===== src/adcsel_pkg.sv =====
package adcsel_pkg;
   // register byte offsets
   localparam logic [7:0] OFF_CONV   = 8'h00;
   localparam logic [7:0] OFF_SRC    = 8'h04;
   localparam logic [7:0] OFF_AMP    = 8'h08;
   localparam logic [7:0] OFF_BG     = 8'h0C;
   localparam logic [7:0] OFF_RESULT = 8'h10;
   // reset values and writable masks
   localparam logic [7:0] RST_CONV   = 8'h00;
   localparam logic [7:0] RST_SRC    = 8'h00;
   localparam logic [7:0] RST_AMP    = 8'h00;
   localparam logic [7:0] RST_BG     = 8'h00;
   localparam logic [7:0] MASK_CONV  = 8'hBF;
   localparam logic [7:0] MASK_SRC   = 8'hF7;
   localparam logic [7:0] MASK_AMP   = 8'h9F;
   localparam logic [7:0] MASK_BG    = 8'h01;
   // field positions
   localparam int BIT_START  = 7;
   localparam int BIT_BUSY   = 6;
   localparam int BIT_ENABLE = 5;
   localparam int BIT_FORMAT = 4;
   localparam int CH_HI      = 3;
   localparam int CH_LO      = 0;
   localparam int SRC_HI     = 7;
   localparam int SRC_LO     = 4;
   localparam int DIV_HI     = 2;
   localparam int DIV_LO     = 0;
   localparam int BIT_AMP_EN = 7;
   localparam int BIT_AMP_IN = 4;
   localparam int REF_HI     = 3;
   localparam int REF_LO     = 2;
   localparam int GAIN_HI    = 1;
   localparam int GAIN_LO    = 0;
   localparam int BIT_BG_EN  = 0;
   // input source codes
   localparam logic [3:0] SRC_EXT_A     = 4'h0;
   localparam logic [3:0] SRC_AVDD      = 4'h1;
   localparam logic [3:0] SRC_AVDD_2    = 4'h2;
   localparam logic [3:0] SRC_AVDD_4    = 4'h3;
   localparam logic [3:0] SRC_EXT_B     = 4'h4;
   localparam logic [3:0] SRC_AMP       = 4'h5;
   localparam logic [3:0] SRC_AMP_2     = 4'h6;
   localparam logic [3:0] SRC_AMP_4     = 4'h7;
   localparam logic [1:0] SRC_TOP_GND   = 2'h2;
   localparam logic [1:0] SRC_TOP_EXT   = 2'h3;
   // reference codes
   localparam logic [1:0] REF_SUPPLY    = 2'h0;
   localparam logic [1:0] REF_EXT_PIN   = 2'h1;
   // channel counts of the two variants, switch count and divider counter width
   localparam logic [3:0] CH_COUNT_FULL = 4'hC;
   localparam logic [3:0] CH_COUNT_LITE = 4'h9;
   localparam int         CH_NUM        = 12;
   localparam int         DIV_W         = 7;
   // ahb constants
   localparam logic [1:0] HTRANS_NONSEQ = 2'h2;
   localparam logic [2:0] HSIZE_WORD    = 3'h2;
   localparam logic       HRESP_OKAY    = 1'h0;

   typedef enum logic [1:0] {
      GAIN_1     = 2'b00,
      GAIN_1P667 = 2'b01,
      GAIN_2P5   = 2'b10,
      GAIN_3P333 = 2'b11
   } adcsel_gain_t;

   typedef struct packed {
      logic ext_on;
      logic avdd_full;
      logic avdd_half;
      logic avdd_quarter;
      logic amp_full;
      logic amp_half;
      logic amp_quarter;
      logic ground;
   } adcsel_inmux_t;

   typedef struct packed {
      logic supply;
      logic ext_pin;
      logic amp_out;
   } adcsel_refmux_t;

   typedef struct packed {
      logic         enable;
      logic         bandgap_in;
      logic         ref_pin_on;
      adcsel_gain_t gain;
   } adcsel_amp_t;
endpackage : adcsel_pkg


===== src/adcsel_top.sv =====
// The implementer's own choices: register access over AHB-Lite and the register offsets.
`timescale 1ns/10ps
module adcsel_top #(
   parameter logic TWELVE_CHANNELS = 1'b1
) (
   input  wire logic                       hclk,
   input  wire logic                       hresetn,
   input  wire logic                       hsel,
   input  wire logic [31:0]                haddr,
   input  wire logic [1:0]                 htrans,
   input  wire logic                       hwrite,
   input  wire logic [2:0]                 hsize,
   input  wire logic                       hready,
   input  wire logic [31:0]                hwdata,
   output logic      [31:0]                hrdata,
   output logic                            hreadyout,
   output logic                            hresp,
   input  wire logic                       conv_done,
   input  wire logic [11:0]                conv_result,
   output logic                            conv_start,
   output logic                            converter_enable,
   output logic                            conv_clock_en,
   output logic      [11:0]                analog_channel_input,
   output adcsel_pkg::adcsel_inmux_t       in_mux,
   output adcsel_pkg::adcsel_refmux_t      ref_mux,
   output adcsel_pkg::adcsel_amp_t         gain_amplifier,
   output logic                            bandgap_enable,
   output logic      [7:0]                 result_high_byte,
   output logic      [7:0]                 result_low_byte
);
   localparam logic [3:0] CH_LIMIT = TWELVE_CHANNELS ? adcsel_pkg::CH_COUNT_FULL
                                                     : adcsel_pkg::CH_COUNT_LITE;

   logic [7:0]                  conv_reg_ff;
   logic [7:0]                  src_reg_ff;
   logic [7:0]                  amp_reg_ff;
   logic [7:0]                  bg_reg_ff;
   logic                        busy_ff;
   logic                        start_prev_ff;
   logic                        conv_start_ff;
   logic                        wr_pend_ff;
   logic [7:0]                  addr_ff;
   logic [31:0]                 hrdata_ff;
   logic [7:0]                  high_ff;
   logic [7:0]                  low_ff;
   logic [adcsel_pkg::DIV_W-1:0] div_cnt_ff;
   logic [2:0]                  div_sel_ff;
   logic                        clk_en_ff;
   logic [11:0]                 ch_ff;
   adcsel_pkg::adcsel_inmux_t   in_mux_ff;
   adcsel_pkg::adcsel_refmux_t  ref_mux_ff;
   adcsel_pkg::adcsel_amp_t     amp_ff;

   logic                        addr_phase;
   logic [7:0]                  wbyte;
   logic [7:0]                  rd_byte;
   logic [31:0]                 nxt_hrdata;
   logic                        nxt_start;
   logic [3:0]                  src;
   logic [3:0]                  ch_code;
   logic [2:0]                  div_sel;
   logic [7:0]                  period;
   logic [adcsel_pkg::DIV_W-1:0] div_last;
   logic                        src_ext;
   adcsel_pkg::adcsel_inmux_t   nxt_in_mux;
   adcsel_pkg::adcsel_refmux_t  nxt_ref_mux;
   adcsel_pkg::adcsel_amp_t     nxt_amp;
   logic [11:0]                 nxt_ch;

   // bus slave: zero wait states, always OKAY
   assign hreadyout  = 1'b1;
   assign hresp      = adcsel_pkg::HRESP_OKAY;
   assign hrdata     = hrdata_ff;
   assign addr_phase = hsel && hready && htrans[1];
   assign wbyte      = hwdata[7:0];

   // only low address byte decoded, so the map aliases every 256 bytes
   always_ff @(posedge hclk or negedge hresetn) begin
      if (!hresetn) begin
         wr_pend_ff <= 1'b0;
         addr_ff    <= 8'h00;
      end else begin
         wr_pend_ff <= addr_phase && hwrite && (hsize == adcsel_pkg::HSIZE_WORD);
         if (addr_phase) begin
            addr_ff <= haddr[7:0];
         end
      end
   end

   always_ff @(posedge hclk or negedge hresetn) begin
      if (!hresetn) begin
         conv_reg_ff <= adcsel_pkg::RST_CONV;
         src_reg_ff  <= adcsel_pkg::RST_SRC;
         amp_reg_ff  <= adcsel_pkg::RST_AMP;
         bg_reg_ff   <= adcsel_pkg::RST_BG;
      end else if (wr_pend_ff) begin
         unique case (addr_ff)
            adcsel_pkg::OFF_CONV: conv_reg_ff <= wbyte & adcsel_pkg::MASK_CONV;
            adcsel_pkg::OFF_SRC:  src_reg_ff  <= wbyte & adcsel_pkg::MASK_SRC;
            adcsel_pkg::OFF_AMP:  amp_reg_ff  <= wbyte & adcsel_pkg::MASK_AMP;
            adcsel_pkg::OFF_BG:   bg_reg_ff   <= wbyte & adcsel_pkg::MASK_BG;
            default: ;
         endcase
      end
   end

   // read data is latched in the address phase; a read pipelined straight
   // behind a write to the same register returns the old value
   always_comb begin
      rd_byte    = 8'h00;
      nxt_hrdata = 32'h0000_0000;
      unique case (haddr[7:0])
         adcsel_pkg::OFF_CONV: begin
            rd_byte = conv_reg_ff;
            rd_byte[adcsel_pkg::BIT_BUSY] = busy_ff;
         end
         adcsel_pkg::OFF_SRC: rd_byte = src_reg_ff & adcsel_pkg::MASK_SRC;
         adcsel_pkg::OFF_AMP: rd_byte = amp_reg_ff & adcsel_pkg::MASK_AMP;
         adcsel_pkg::OFF_BG:  rd_byte = bg_reg_ff & adcsel_pkg::MASK_BG;
         default: rd_byte = 8'h00;
      endcase
      if (haddr[7:0] == adcsel_pkg::OFF_RESULT) begin
         nxt_hrdata = {16'h0000, high_ff, low_ff};
      end else begin
         nxt_hrdata = {24'h00_0000, rd_byte};
      end
   end

   always_ff @(posedge hclk or negedge hresetn) begin
      if (!hresetn) begin
         hrdata_ff <= 32'h0000_0000;
      end else if (addr_phase && !hwrite) begin
         hrdata_ff <= nxt_hrdata;
      end
   end

   // conversion start on the falling edge of a raised start bit
   assign converter_enable = conv_reg_ff[adcsel_pkg::BIT_ENABLE];
   assign nxt_start = start_prev_ff && !conv_reg_ff[adcsel_pkg::BIT_START]
                      && converter_enable;

   always_ff @(posedge hclk or negedge hresetn) begin
      if (!hresetn) begin
         start_prev_ff <= 1'b0;
         conv_start_ff <= 1'b0;
      end else begin
         start_prev_ff <= conv_reg_ff[adcsel_pkg::BIT_START];
         conv_start_ff <= nxt_start;
      end
   end
   assign conv_start = conv_start_ff;

   // a start in the completion cycle wins, so a new conversion is never lost
   always_ff @(posedge hclk or negedge hresetn) begin
      if (!hresetn) begin
         busy_ff <= 1'b0;
      end else if (nxt_start) begin
         busy_ff <= 1'b1;
      end else if (conv_done) begin
         busy_ff <= 1'b0;
      end
   end

   // result packing; bytes hold while the converter is disabled
   always_ff @(posedge hclk or negedge hresetn) begin
      if (!hresetn) begin
         high_ff <= 8'h00;
         low_ff  <= 8'h00;
      end else if (conv_done && converter_enable) begin
         if (conv_reg_ff[adcsel_pkg::BIT_FORMAT]) begin
            high_ff <= {4'h0, conv_result[11:8]};
            low_ff  <= conv_result[7:0];
         end else begin
            high_ff <= conv_result[11:4];
            low_ff  <= {conv_result[3:0], 4'h0};
         end
      end
   end
   assign result_high_byte = high_ff;
   assign result_low_byte  = low_ff;

   // conversion clock divider
   assign div_sel  = src_reg_ff[adcsel_pkg::DIV_HI:adcsel_pkg::DIV_LO];
   assign period   = 8'h01 << div_sel;
   assign div_last = adcsel_pkg::DIV_W'(period - 8'h01);

   always_ff @(posedge hclk or negedge hresetn) begin
      if (!hresetn) begin
         div_cnt_ff <= '0;
         div_sel_ff <= 3'h0;
         clk_en_ff  <= 1'b0;
      end else begin
         div_sel_ff <= div_sel;
         if (div_sel != div_sel_ff) begin
            div_cnt_ff <= '0;
            clk_en_ff  <= 1'b0;
         end else if (div_cnt_ff == div_last) begin
            div_cnt_ff <= '0;
            clk_en_ff  <= 1'b1;
         end else begin
            div_cnt_ff <= div_cnt_ff + 1'b1;
            clk_en_ff  <= 1'b0;
         end
      end
   end
   assign conv_clock_en = clk_en_ff;

   // input source decode
   assign src     = src_reg_ff[adcsel_pkg::SRC_HI:adcsel_pkg::SRC_LO];
   assign ch_code = conv_reg_ff[adcsel_pkg::CH_HI:adcsel_pkg::CH_LO];
   assign src_ext = (src == adcsel_pkg::SRC_EXT_A) || (src == adcsel_pkg::SRC_EXT_B)
                    || (src[3:2] == adcsel_pkg::SRC_TOP_EXT);

   always_comb begin
      nxt_in_mux              = '0;
      nxt_in_mux.ext_on       = src_ext;
      nxt_in_mux.avdd_full    = (src == adcsel_pkg::SRC_AVDD);
      nxt_in_mux.avdd_half    = (src == adcsel_pkg::SRC_AVDD_2);
      nxt_in_mux.avdd_quarter = (src == adcsel_pkg::SRC_AVDD_4);
      nxt_in_mux.amp_full     = (src == adcsel_pkg::SRC_AMP);
      nxt_in_mux.amp_half     = (src == adcsel_pkg::SRC_AMP_2);
      nxt_in_mux.amp_quarter  = (src == adcsel_pkg::SRC_AMP_4);
      nxt_in_mux.ground       = (src[3:2] == adcsel_pkg::SRC_TOP_GND);
   end

   // one switch per channel; codes past the variant's count float
   for (genvar i = 0; i < adcsel_pkg::CH_NUM; i++) begin : g_ch
      localparam logic [3:0] IDX = 4'(i);
      assign nxt_ch[i] = src_ext && (ch_code == IDX) && (IDX < CH_LIMIT);
   end

   // reference and amplifier controls
   always_comb begin
      nxt_ref_mux         = '0;
      nxt_ref_mux.supply  = (amp_reg_ff[adcsel_pkg::REF_HI:adcsel_pkg::REF_LO]
                             == adcsel_pkg::REF_SUPPLY);
      nxt_ref_mux.ext_pin = (amp_reg_ff[adcsel_pkg::REF_HI:adcsel_pkg::REF_LO]
                             == adcsel_pkg::REF_EXT_PIN);
      nxt_ref_mux.amp_out = amp_reg_ff[adcsel_pkg::REF_HI];
   end

   // the enable is left to software; forcing it would hide a wrong setup
   always_comb begin
      nxt_amp            = '0;
      nxt_amp.enable     = amp_reg_ff[adcsel_pkg::BIT_AMP_EN];
      nxt_amp.bandgap_in = amp_reg_ff[adcsel_pkg::BIT_AMP_IN];
      nxt_amp.ref_pin_on = !amp_reg_ff[adcsel_pkg::BIT_AMP_IN];
      nxt_amp.gain       = adcsel_pkg::adcsel_gain_t'(
                           amp_reg_ff[adcsel_pkg::GAIN_HI:adcsel_pkg::GAIN_LO]);
   end

   always_ff @(posedge hclk or negedge hresetn) begin
      if (!hresetn) begin
         ch_ff      <= 12'h000;
         in_mux_ff  <= '0;
         ref_mux_ff <= '0;
         amp_ff     <= '0;
      end else begin
         ch_ff      <= nxt_ch;
         in_mux_ff  <= nxt_in_mux;
         ref_mux_ff <= nxt_ref_mux;
         amp_ff     <= nxt_amp;
      end
   end
   assign analog_channel_input = ch_ff;
   assign in_mux               = in_mux_ff;
   assign ref_mux              = ref_mux_ff;
   assign gain_amplifier       = amp_ff;
   assign bandgap_enable       = bg_reg_ff[adcsel_pkg::BIT_BG_EN];

   // divider spacing monitor, only read by the checks below
   logic [8:0] gap_ff;
   logic       sel_moved_ff;
   always_ff @(posedge hclk or negedge hresetn) begin
      if (!hresetn) begin
         gap_ff       <= 9'h000;
         sel_moved_ff <= 1'b1;
      end else begin
         if (clk_en_ff) begin
            gap_ff <= 9'h001;
         end else if (gap_ff != 9'h1FF) begin
            gap_ff <= gap_ff + 9'h001;
         end
         if (div_sel != div_sel_ff) begin
            sel_moved_ff <= 1'b1;
         end else if (clk_en_ff) begin
            sel_moved_ff <= 1'b0;
         end
      end
   end

   AST_DIV_PERIOD: assert property (@(posedge hclk) disable iff (!hresetn)
      clk_en_ff && !sel_moved_ff && (div_sel == div_sel_ff)
      |-> gap_ff == {1'b0, period})
      else $error("conversion clock pulse spacing wrong");

   AST_DIV_RESTART: assert property (@(posedge hclk) disable iff (!hresetn)
      (div_sel != div_sel_ff) |=> !clk_en_ff && (div_cnt_ff == '0))
      else $error("divider did not restart on select change");

   AST_CH_FLOAT: assert property (@(posedge hclk) disable iff (!hresetn)
      (ch_code >= CH_LIMIT) && $stable(ch_code) |=> ch_ff == 12'h000)
      else $error("out of range channel code did not float");

   AST_CH_ROUTE: assert property (@(posedge hclk) disable iff (!hresetn)
      src_ext && (ch_code < CH_LIMIT) |=> $onehot(ch_ff) && in_mux_ff.ext_on)
      else $error("external channel not routed");

   AST_INT_OFF: assert property (@(posedge hclk) disable iff (!hresetn)
      (in_mux_ff.avdd_full || in_mux_ff.avdd_half || in_mux_ff.avdd_quarter
       || in_mux_ff.amp_full || in_mux_ff.amp_half || in_mux_ff.amp_quarter
       || in_mux_ff.ground) |-> (ch_ff == 12'h000) && !in_mux_ff.ext_on)
      else $error("external channel on with internal source");

   AST_GROUND: assert property (@(posedge hclk) disable iff (!hresetn)
      (src[3:2] == adcsel_pkg::SRC_TOP_GND) |=> in_mux_ff.ground && $onehot(in_mux_ff))
      else $error("ground not selected for 10xx source");

   AST_SUPPLY_SRC: assert property (@(posedge hclk) disable iff (!hresetn)
      (src == adcsel_pkg::SRC_AVDD_4) |=> in_mux_ff.avdd_quarter && $onehot(in_mux_ff))
      else $error("quarter supply not selected");

   AST_AMP_SRC: assert property (@(posedge hclk) disable iff (!hresetn)
      (src == adcsel_pkg::SRC_AMP_2) |=> in_mux_ff.amp_half && $onehot(in_mux_ff))
      else $error("half amplifier output not selected");

   AST_REF_ONE: assert property (@(posedge hclk) disable iff (!hresetn)
      ref_mux_ff.ext_pin |-> !ref_mux_ff.supply && !ref_mux_ff.amp_out)
      else $error("external reference pin on with internal reference");

   AST_BG_PIN: assert property (@(posedge hclk) disable iff (!hresetn)
      gain_amplifier.bandgap_in |-> !gain_amplifier.ref_pin_on)
      else $error("reference input pin on with bandgap input");

   AST_START: assert property (@(posedge hclk) disable iff (!hresetn)
      conv_start_ff |-> $past(start_prev_ff) && !start_prev_ff && $past(converter_enable))
      else $error("conversion start without low-high-low start bit");

   AST_BUSY_SET: assert property (@(posedge hclk) disable iff (!hresetn)
      conv_start_ff |-> busy_ff ##1 (busy_ff || $past(conv_done)))
      else $error("busy not set at conversion start");

   AST_BUSY_CLR: assert property (@(posedge hclk) disable iff (!hresetn)
      conv_done && !nxt_start |=> !busy_ff)
      else $error("busy not cleared at conversion completion");

   AST_RSVD_ZERO: assert property (@(posedge hclk) disable iff (!hresetn)
      addr_phase && !hwrite && (haddr[7:0] == adcsel_pkg::OFF_AMP)
      |=> (hrdata_ff & ~{24'h00_0000, adcsel_pkg::MASK_AMP}) == 32'h0000_0000)
      else $error("reserved amplifier register bits read nonzero");

   AST_FORMAT: assert property (@(posedge hclk) disable iff (!hresetn)
      conv_done && converter_enable && conv_reg_ff[adcsel_pkg::BIT_FORMAT]
      |=> high_ff[7:4] == 4'h0 && low_ff == $past(conv_result[7:0]))
      else $error("right-justified result packed wrong");

   AST_REF_AMP: assert property (@(posedge hclk) disable iff (!hresetn)
      amp_reg_ff[adcsel_pkg::REF_HI] |=> ref_mux_ff.amp_out && !ref_mux_ff.ext_pin)
      else $error("external reference pin on with amplifier reference");

   AST_DIV_FULL: assert property (@(posedge hclk) disable iff (!hresetn)
      (div_sel == '0) && (div_sel_ff == '0) |=> clk_en_ff)
      else $error("undivided conversion clock missed a pulse");

   AST_START_OFF: assert property (@(posedge hclk) disable iff (!hresetn)
      !converter_enable |=> !conv_start_ff)
      else $error("conversion started with converter disabled");

   AST_HOLD_OFF: assert property (@(posedge hclk) disable iff (!hresetn)
      !converter_enable |=> $stable(high_ff) && $stable(low_ff))
      else $error("result bytes changed with converter disabled");

   AST_CH_SINGLE: assert property (@(posedge hclk) disable iff (!hresetn)
      $onehot0(ch_ff))
      else $error("more than one external channel switched on");

endmodule : adcsel_top


===== config.mk =====
export PLATFORM = sky130hd
export DESIGN_NAME = adcsel_top
export DESIGN_NICKNAME = d
export VERILOG_FILES = /design/src/adcsel_pkg.sv /design/src/adcsel_top.sv
export SDC_FILE = /design/constraint.sdc
export NUM_CORES = 1
export LEC_CHECK = 0
export BUFFER_PORTS_ARGS = -buffer_cell sky130_fd_sc_hd__buf_2
export CAP_MARGIN = 0
export CORE_MARGIN = 5
export CORE_UTILIZATION = 44
export CTS_BUF_LIST = sky130_fd_sc_hd__clkbuf_4 sky130_fd_sc_hd__clkbuf_8 sky130_fd_sc_hd__clkbuf_16
export CTS_CLUSTER_DIAMETER = 60
export CTS_CLUSTER_SIZE = 28
export DETAILED_ROUTE_END_ITERATION = 8
export GPL_ROUTABILITY_DRIVEN = 0
export PLACE_DENSITY = 0.8
export SYNTH_ARGS = -nofsm -noshare
export SYNTH_HDL_FRONTEND = slang
export SYNTH_SLANG_ARGS = --single-unit

===== constraint.sdc =====
create_clock -name hclk -period 2.4 [get_ports hclk]
set_input_delay 0.48 -clock hclk [delete_from_list [all_inputs] [get_ports hclk]]
set_output_delay 0.48 -clock hclk [all_outputs]
set_load 0.005 [all_outputs]

==> results of run 1 <==
==> logic make-up (layout without fill, tap and decap cells) <==
group	count (synthesis)	after routing	synth area share [%]
muxes	44	44	10.79
adders and majority gates	2	2	0.5533
buffers and inverters	40	131	5.091
and+or+nand+nor	132	132	15.52
AOI/OAI and AO/OA	57	57	8.384
other	2	18	0.1661
DFF	104	104	57.55
xor gates and xnor gates	10	10	1.937
==> registers in the layout, summed over array words and instances, names as in the netlist, 3 cells and up <==
signal,flops
div_cnt_ff,7
addr_ff,8
result_low_byte,8
div_sel_ff,3
in_mux,8
conv_reg_ff,7
amp_reg_ff,6
hrdata,16
analog_channel_input,12
ref_mux,3
result_high_byte,8
gain_amplifier,5
src_reg_ff,7
==> metrics by stage <==
stage	instance area, µm²	util, %	std cells
after global routing	5363	52.65	634
after detailed placement	5139	50.45	618
after floorplan	4592	-	407
final	5363	52.65	634
after global placement	5139	50.45	618
after CTS	5351	52.54	634
==> final timing paths <==
| check | start | cells after the start | to |
|---|---|---|---|
| setup / recovery | src_reg_ff[2] | 6 | conv_clock_en |
| hold / removal | hresetn | 1 | gain_amplifier[2] |
| setup reg to reg | src_reg_ff[2] | 6 | conv_clock_en |
| hold reg to reg | amp_reg_ff[1] | 0 | gain_amplifier[1] |
| max in group asynchronous | hresetn | 2 | wr_pend_ff |
| min in group hclk | conv_done | 2 | busy_ff |
==> cells in the final DEF, fill, tap and decap left out, drive strengths merged, types with 3 or more instances in the layout <==
cell type	netlist	routed
mux2	28	28
nand3b	9	9
nand3	10	10
nand2	48	48
buf	23	110
o31ai	4	4
conb	2	18
nand2b	7	7
clkbuf	12	10
inv	5	7
o32a	3	3
o21ai	18	18
nor2	21	21
xor2	4	4
nor3b	3	3
xnor2	6	6
nor4	5	5
or3	4	4
a22o	8	8
a21oi	12	12
nor2b	4	4
nor3	9	9
mux2i	15	15
a2bb2oi	3	3
dfrtp	104	104
==> layer usage <==
metal  GRT usage, %  up-vias
li1               -     1538
met2          26.62       95
met5              0        -
met4          4.623        0
met1          21.67     1500
met3          3.913        8
==> worst register-to-register path, stage by stage (launching register included) <==
cell	delay [ps]
dfrtp_1	390
or3_1	380
ha_2	240
nor3b_1	170
or4_1	550
a32oi_4	300
and3_1	210
==> power groups by stage <==
stage          Combinational (µW)  Sequential [µW]  Clock [µW]
3_3_place_gp                  298             1930           0
3_5_place_dp                  309             1940           0
4_1_cts                       309             1900        1170
2_1_floorplan                 174             1920           0
6_report                      307             1900        1140
5_1_grt                       346             1920        1250
==> area by class of cell <==
type	instances	area [µm²]	area share, %
inverters	5	18.77	0.3500
repair buffers	110	588.1	10.97
clock buffers	10	137.6	2.566
clock inverters	6	75.07	1.400
well taps	136	170.2	3.173
multi-input cells	263	1770	33.01
flip-flops and latches	104	2603	48.53
==> results.txt, run 1 <==
Top FF cell, synth - dfrtp_1
Antenna Violating Nets Remaining - 0
DRC - 0
Worst path slowest cell - or4_1
part of the power in registers - 56.9%
n_diodes - 0
met3 WL - 565 µm
CP max stage delay - 550 ps
Initial Util - 44.40%
Post-synth EDFFs - 0
post-synth top area cell - dfrtp_1
worst vdd ir - 352.0 µV
Cell Rows - 37
CP top delay family - simple AND/OR/NAND/NOR gates
net switching power - 846.2 µW
status - finished clean
synthesis-stage register bit count - 104
Cell Int Power - 2500 µW
M1 WL - 4327 µm
worst-margin pin slew - 706.1 ps
grt ovf - 0
Finish-stage setup viols - 0
worst-skew pair later-pin latency - 370 ps
internal reg-to-reg setup slack - 110 ps
count leader, synth - dfrtp_1
I/O Pins - 169
final hold violations - 0
Synth area leaders - dfrtp_1, mux2_2, nand2_1
Resized cells post-CTS - 0
pin count of the biggest net entering global routing - 49
Pre-antenna DRT Iters - 6
Iter 0 DRT Violations - 137
TritonCTS Sinks - 104
Synth async-reset ratio - 100.0%
Arr. time, crit path - 2590 ps
Die W - 111.4 µm
post-synth cell types - 50
critical path class - reg -> reg
Fin Hold WS - 89.72 ps
# hold bufs at CTS - 0
LEAKAGE - 0.002652 µW
H-tree depth - 3
Netlist Area Pre-Place - 4522 µm²
layout cells sized above 1 - 33.73%
initial antenna violation count - 0
crit path capture type - flop
Post-Route Setup TNS - 0 ps
drt wl/cell - 15.52 µm
die footprint - 12400 µm²
yosys warns - 0
Place WS - 54.89 ps
highest routed layer - met4
top cells by instance count after synthesis - dfrtp_1, nand2_1, mux2_2, nor2_1, buf_4
Routed WL - 9842 µm
CTS tree - built
DPL Wire Length - 7361 µm
clk slew on worst S/H paths - 110 ps
vias in the first global route - 3174
Seq/Total Area, Yosys - 57.55%
clk buf depth - 2
Slew HR - 52.56%
first-pass GRT wire length - 16310 µm
Mean Syn Cell Area - 11.56 µm²
Num CTS Buffers - 9
post-CTS setup repair buffer count - 0
Clock Skew - 18.98 ps
DIE HEIGHT - 111.4 µm
Buffers on Ports - 101
worst-path fanout max - 8
Sw Ratio - 25.29%
DR vias - 3141
share of the synthesized area in the top cell type - 57.55%
Total GRT Usage - 16.23%
Clock power frac - 34.0%
total power - 3346 µW
Worst setup SP type - flop
power density cells - 624.0 nW/µm²
post-layout min period - 2286 ps
max cap viols - 0
CP Cell Sequence - or3_1, ha_2, nor3b_1, or4_1, a32oi_4, and3_1
FMAX - 437.4 MHz
Mapped Cells - 391
metal2 WL - 4844 µm
unrepaired setup endpoints after global routing - no
FILL cells - 946
Worst Slack Setup Final - 113.8 ps
Tcrit/Tclk final - 95.26%
Slew Limit Fails - 0
area grow syn2layout - 18.59%
Clock Root Buffer - clkbuf_8
CP required - 2700 ps
Via density - 4.954
Worst Path Buf+Inv - 0
Hold Path Class - in -> async
core area - 10180 µm²
combinational share of power - 9.2%
layout net count - 582
Note: power is estimated with default switching activity, not from simulation.
==> run 2: changes to the inputs <==
Settings changed: CAP_MARGIN 0 to not set, CORE_MARGIN 5 to not set.
==> results.txt, run 2 (synthesis results as in run 1) <==
DR vias - 3275
Cell Rows - 36
pin count of the biggest net entering global routing - 105
Clock power frac - 31.2%
FMAX - 433.2 MHz
Tcrit/Tclk final - 96.18%
commonest non-fill, non-tap cell in the layout - dfrtp_1
post-layout min period - 2308 ps
total power - 3232 µW
critical path class - reg -> reg
Sw Ratio - 26.76%
net switching power - 864.9 µW
vias in the first global route - 3131
area grow syn2layout - 19.01%
worst-path fanout max - 8
n_diodes - 0
core area - 9864 µm²
die footprint - 10690 µm²
# hold bufs at CTS - 0
Clock Root Buffer - clkbuf_8
combinational share of power - 9.9%
max cap viols - 0
Antenna Violating Nets Remaining - 0
Die W - 103.4 µm
CP required - 2710 ps
worst-margin pin slew - 830.9 ps
Finish-stage setup viols - 0
layout cells sized above 1 - 34.73%
final core utilization - 54.55%
initial antenna violation count - 0
internal reg-to-reg setup slack - 90 ps
Worst path slowest cell - or4_4
Slew HR - 44.18%
layout net count - 585
Slew Limit Fails - 0
worst-skew pair later-pin latency - 370 ps
grt ovf - 0
TritonCTS Sinks - 104
I/O Pins - 169
busiest grt layer - met2
worst reg2reg endpoint - conv_clock_en
H-tree depth - 3
Clock Skew - 10.91 ps
met3 usage - 4.637%
Pre-antenna DRT Iters - 4
Hold Path Class - in -> async
Reg area - 2603 µm²
Num CTS Buffers - 9
Placed Instance Area - 5142 µm²
DPL Wire Length - 6961 µm
M2 GR Usage - 31.48%
clk buf depth - 2
worst vdd ir - 407.6 µV
CTS tree - built
Worst R2R Path Depth - 6
Buffers on Ports - 101
CP max stage delay - 530 ps
Arr. time, crit path - 2620 ps
part of the power in registers - 58.9%
CP Cell Sequence - or3_4, ha_4, nor3b_1, or4_4, a32oi_4, and3_4
max reg flops - 16
LEAKAGE - 0.002648 µW
final hold violations - 0
Worst setup SP type - flop
Cell Int Power - 2367 µW
first-pass GRT wire length - 15660 µm
commonest non-fill, non-tap cells in the layout - dfrtp_1, buf_2, nand2_1, mux2_2, nor2_1
FILL cells - 877
Iter 0 DRT Violations - 133
Initial Util - 45.84%
reg-to-reg startpoint - src_reg_ff[2]
clk slew on worst S/H paths - 100 ps
Multi-input gate area - 1794 µm²
DIE HEIGHT - 103.4 µm
DRC - 0
met1 GRT Util - 26.37%
drt wl/cell - 15.47 µm
status - finished clean
power density cells - 600.6 nW/µm²
Via density - 5.166
Routed WL - 9811 µm
Total GRT Usage - 19.58%
Final Cell Area - 5381 µm²
crit path capture type - flop
==> run 2: cell types whose count changed in the layout (fill, tap and decap cells not counted), sizes merged <==
cell / before / now
clkbuf: 10 / 9
clkinv: 2 / 3
clkinvlp: 1 / 3
buf: 110 / 113
inv: 7 / 6
bufinv: 1 / 0
==> run 2: critical path: cells and delay by family (launching register included) <==
| kind | cells | cell delay (ps) |
|---|---|---|
| AO/OA/AOI/OAI | 1 | 330 |
| AND/OR/NAND/NOR | 4 | 1340 |
| flip-flops | 1 | 400 |
| adder cells (fa/ha/maj) | 1 | 190 |
==> run 2: routing by layer <==
| layer | wire length (µm) | vias up |
|---|---|---|
| li1 | - | 1538 |
| met1 | 4391 | 1615 |
| met2 | 4829 | 111 |
| met3 | 489 | 11 |
| met4 | 100 | 0 |
| met5 | 0 | - |
==> run 2: how the worst max path moves through the flow <==
stage                              from            end  slack, ps  depth (start not counted)
after floorplan           src_reg_ff[2]  conv_clock_en         40                          7
after global placement    src_reg_ff[2]  conv_clock_en        110                          6
after detailed placement  src_reg_ff[2]  conv_clock_en         50                          6
after CTS                 src_reg_ff[2]  conv_clock_en         30                          6
after global routing      src_reg_ff[2]  conv_clock_en         -1                          8
final                     src_reg_ff[2]  conv_clock_en         90                          6
==> run 2: timing repair <==
| action | in CTS | in global routing |
|---|---|---|
| endpoints found under the hold margin | 0 | 0 |
| gates resized for setup | 0 | 7 |
| endpoints found under the setup margin | 0 | 8 |
| setup buffers | 0 | 2 |
==> run 2: cell type report <==
cell class / instances / area share, %
repair buffers: 113 / 11.49
well taps: 133 / 3.092
flip-flops and latches: 104 / 48.36
inverters: 5 / 0.3488
clock inverters: 7 / 1.070
clock buffers: 9 / 2.302
multi-input cells: 263 / 33.34
==> run 2: through the flow <==
step | TNS [ps] | setup WS (ps) | hold slack [ps] | std cells
final | 0 | 91.68 | 140.3 | 634
after global routing | -0.9639 | -0.9639 | 206.9 | 634
after CTS | 0 | 32.96 | 182.1 | 632
after detailed placement | 0 | 49.36 | 407.0 | 616
after global placement | 0 | 114.7 | 396.6 | 616
after floorplan | 0 | 37.04 | 184.4 | 407
==> run 2: power by group through the flow <==
| stage | clock (µW) | sequential (µW) | combinational [µW] |
|---|---|---|---|
| floorplan | 0 | 1920 | 174 |
| global placement | 0 | 1930 | 296 |
| detailed placement | 0 | 1940 | 309 |
| CTS | 1030 | 1900 | 310 |
| global route | 1100 | 1920 | 361 |
| finish | 1010 | 1900 | 319 |
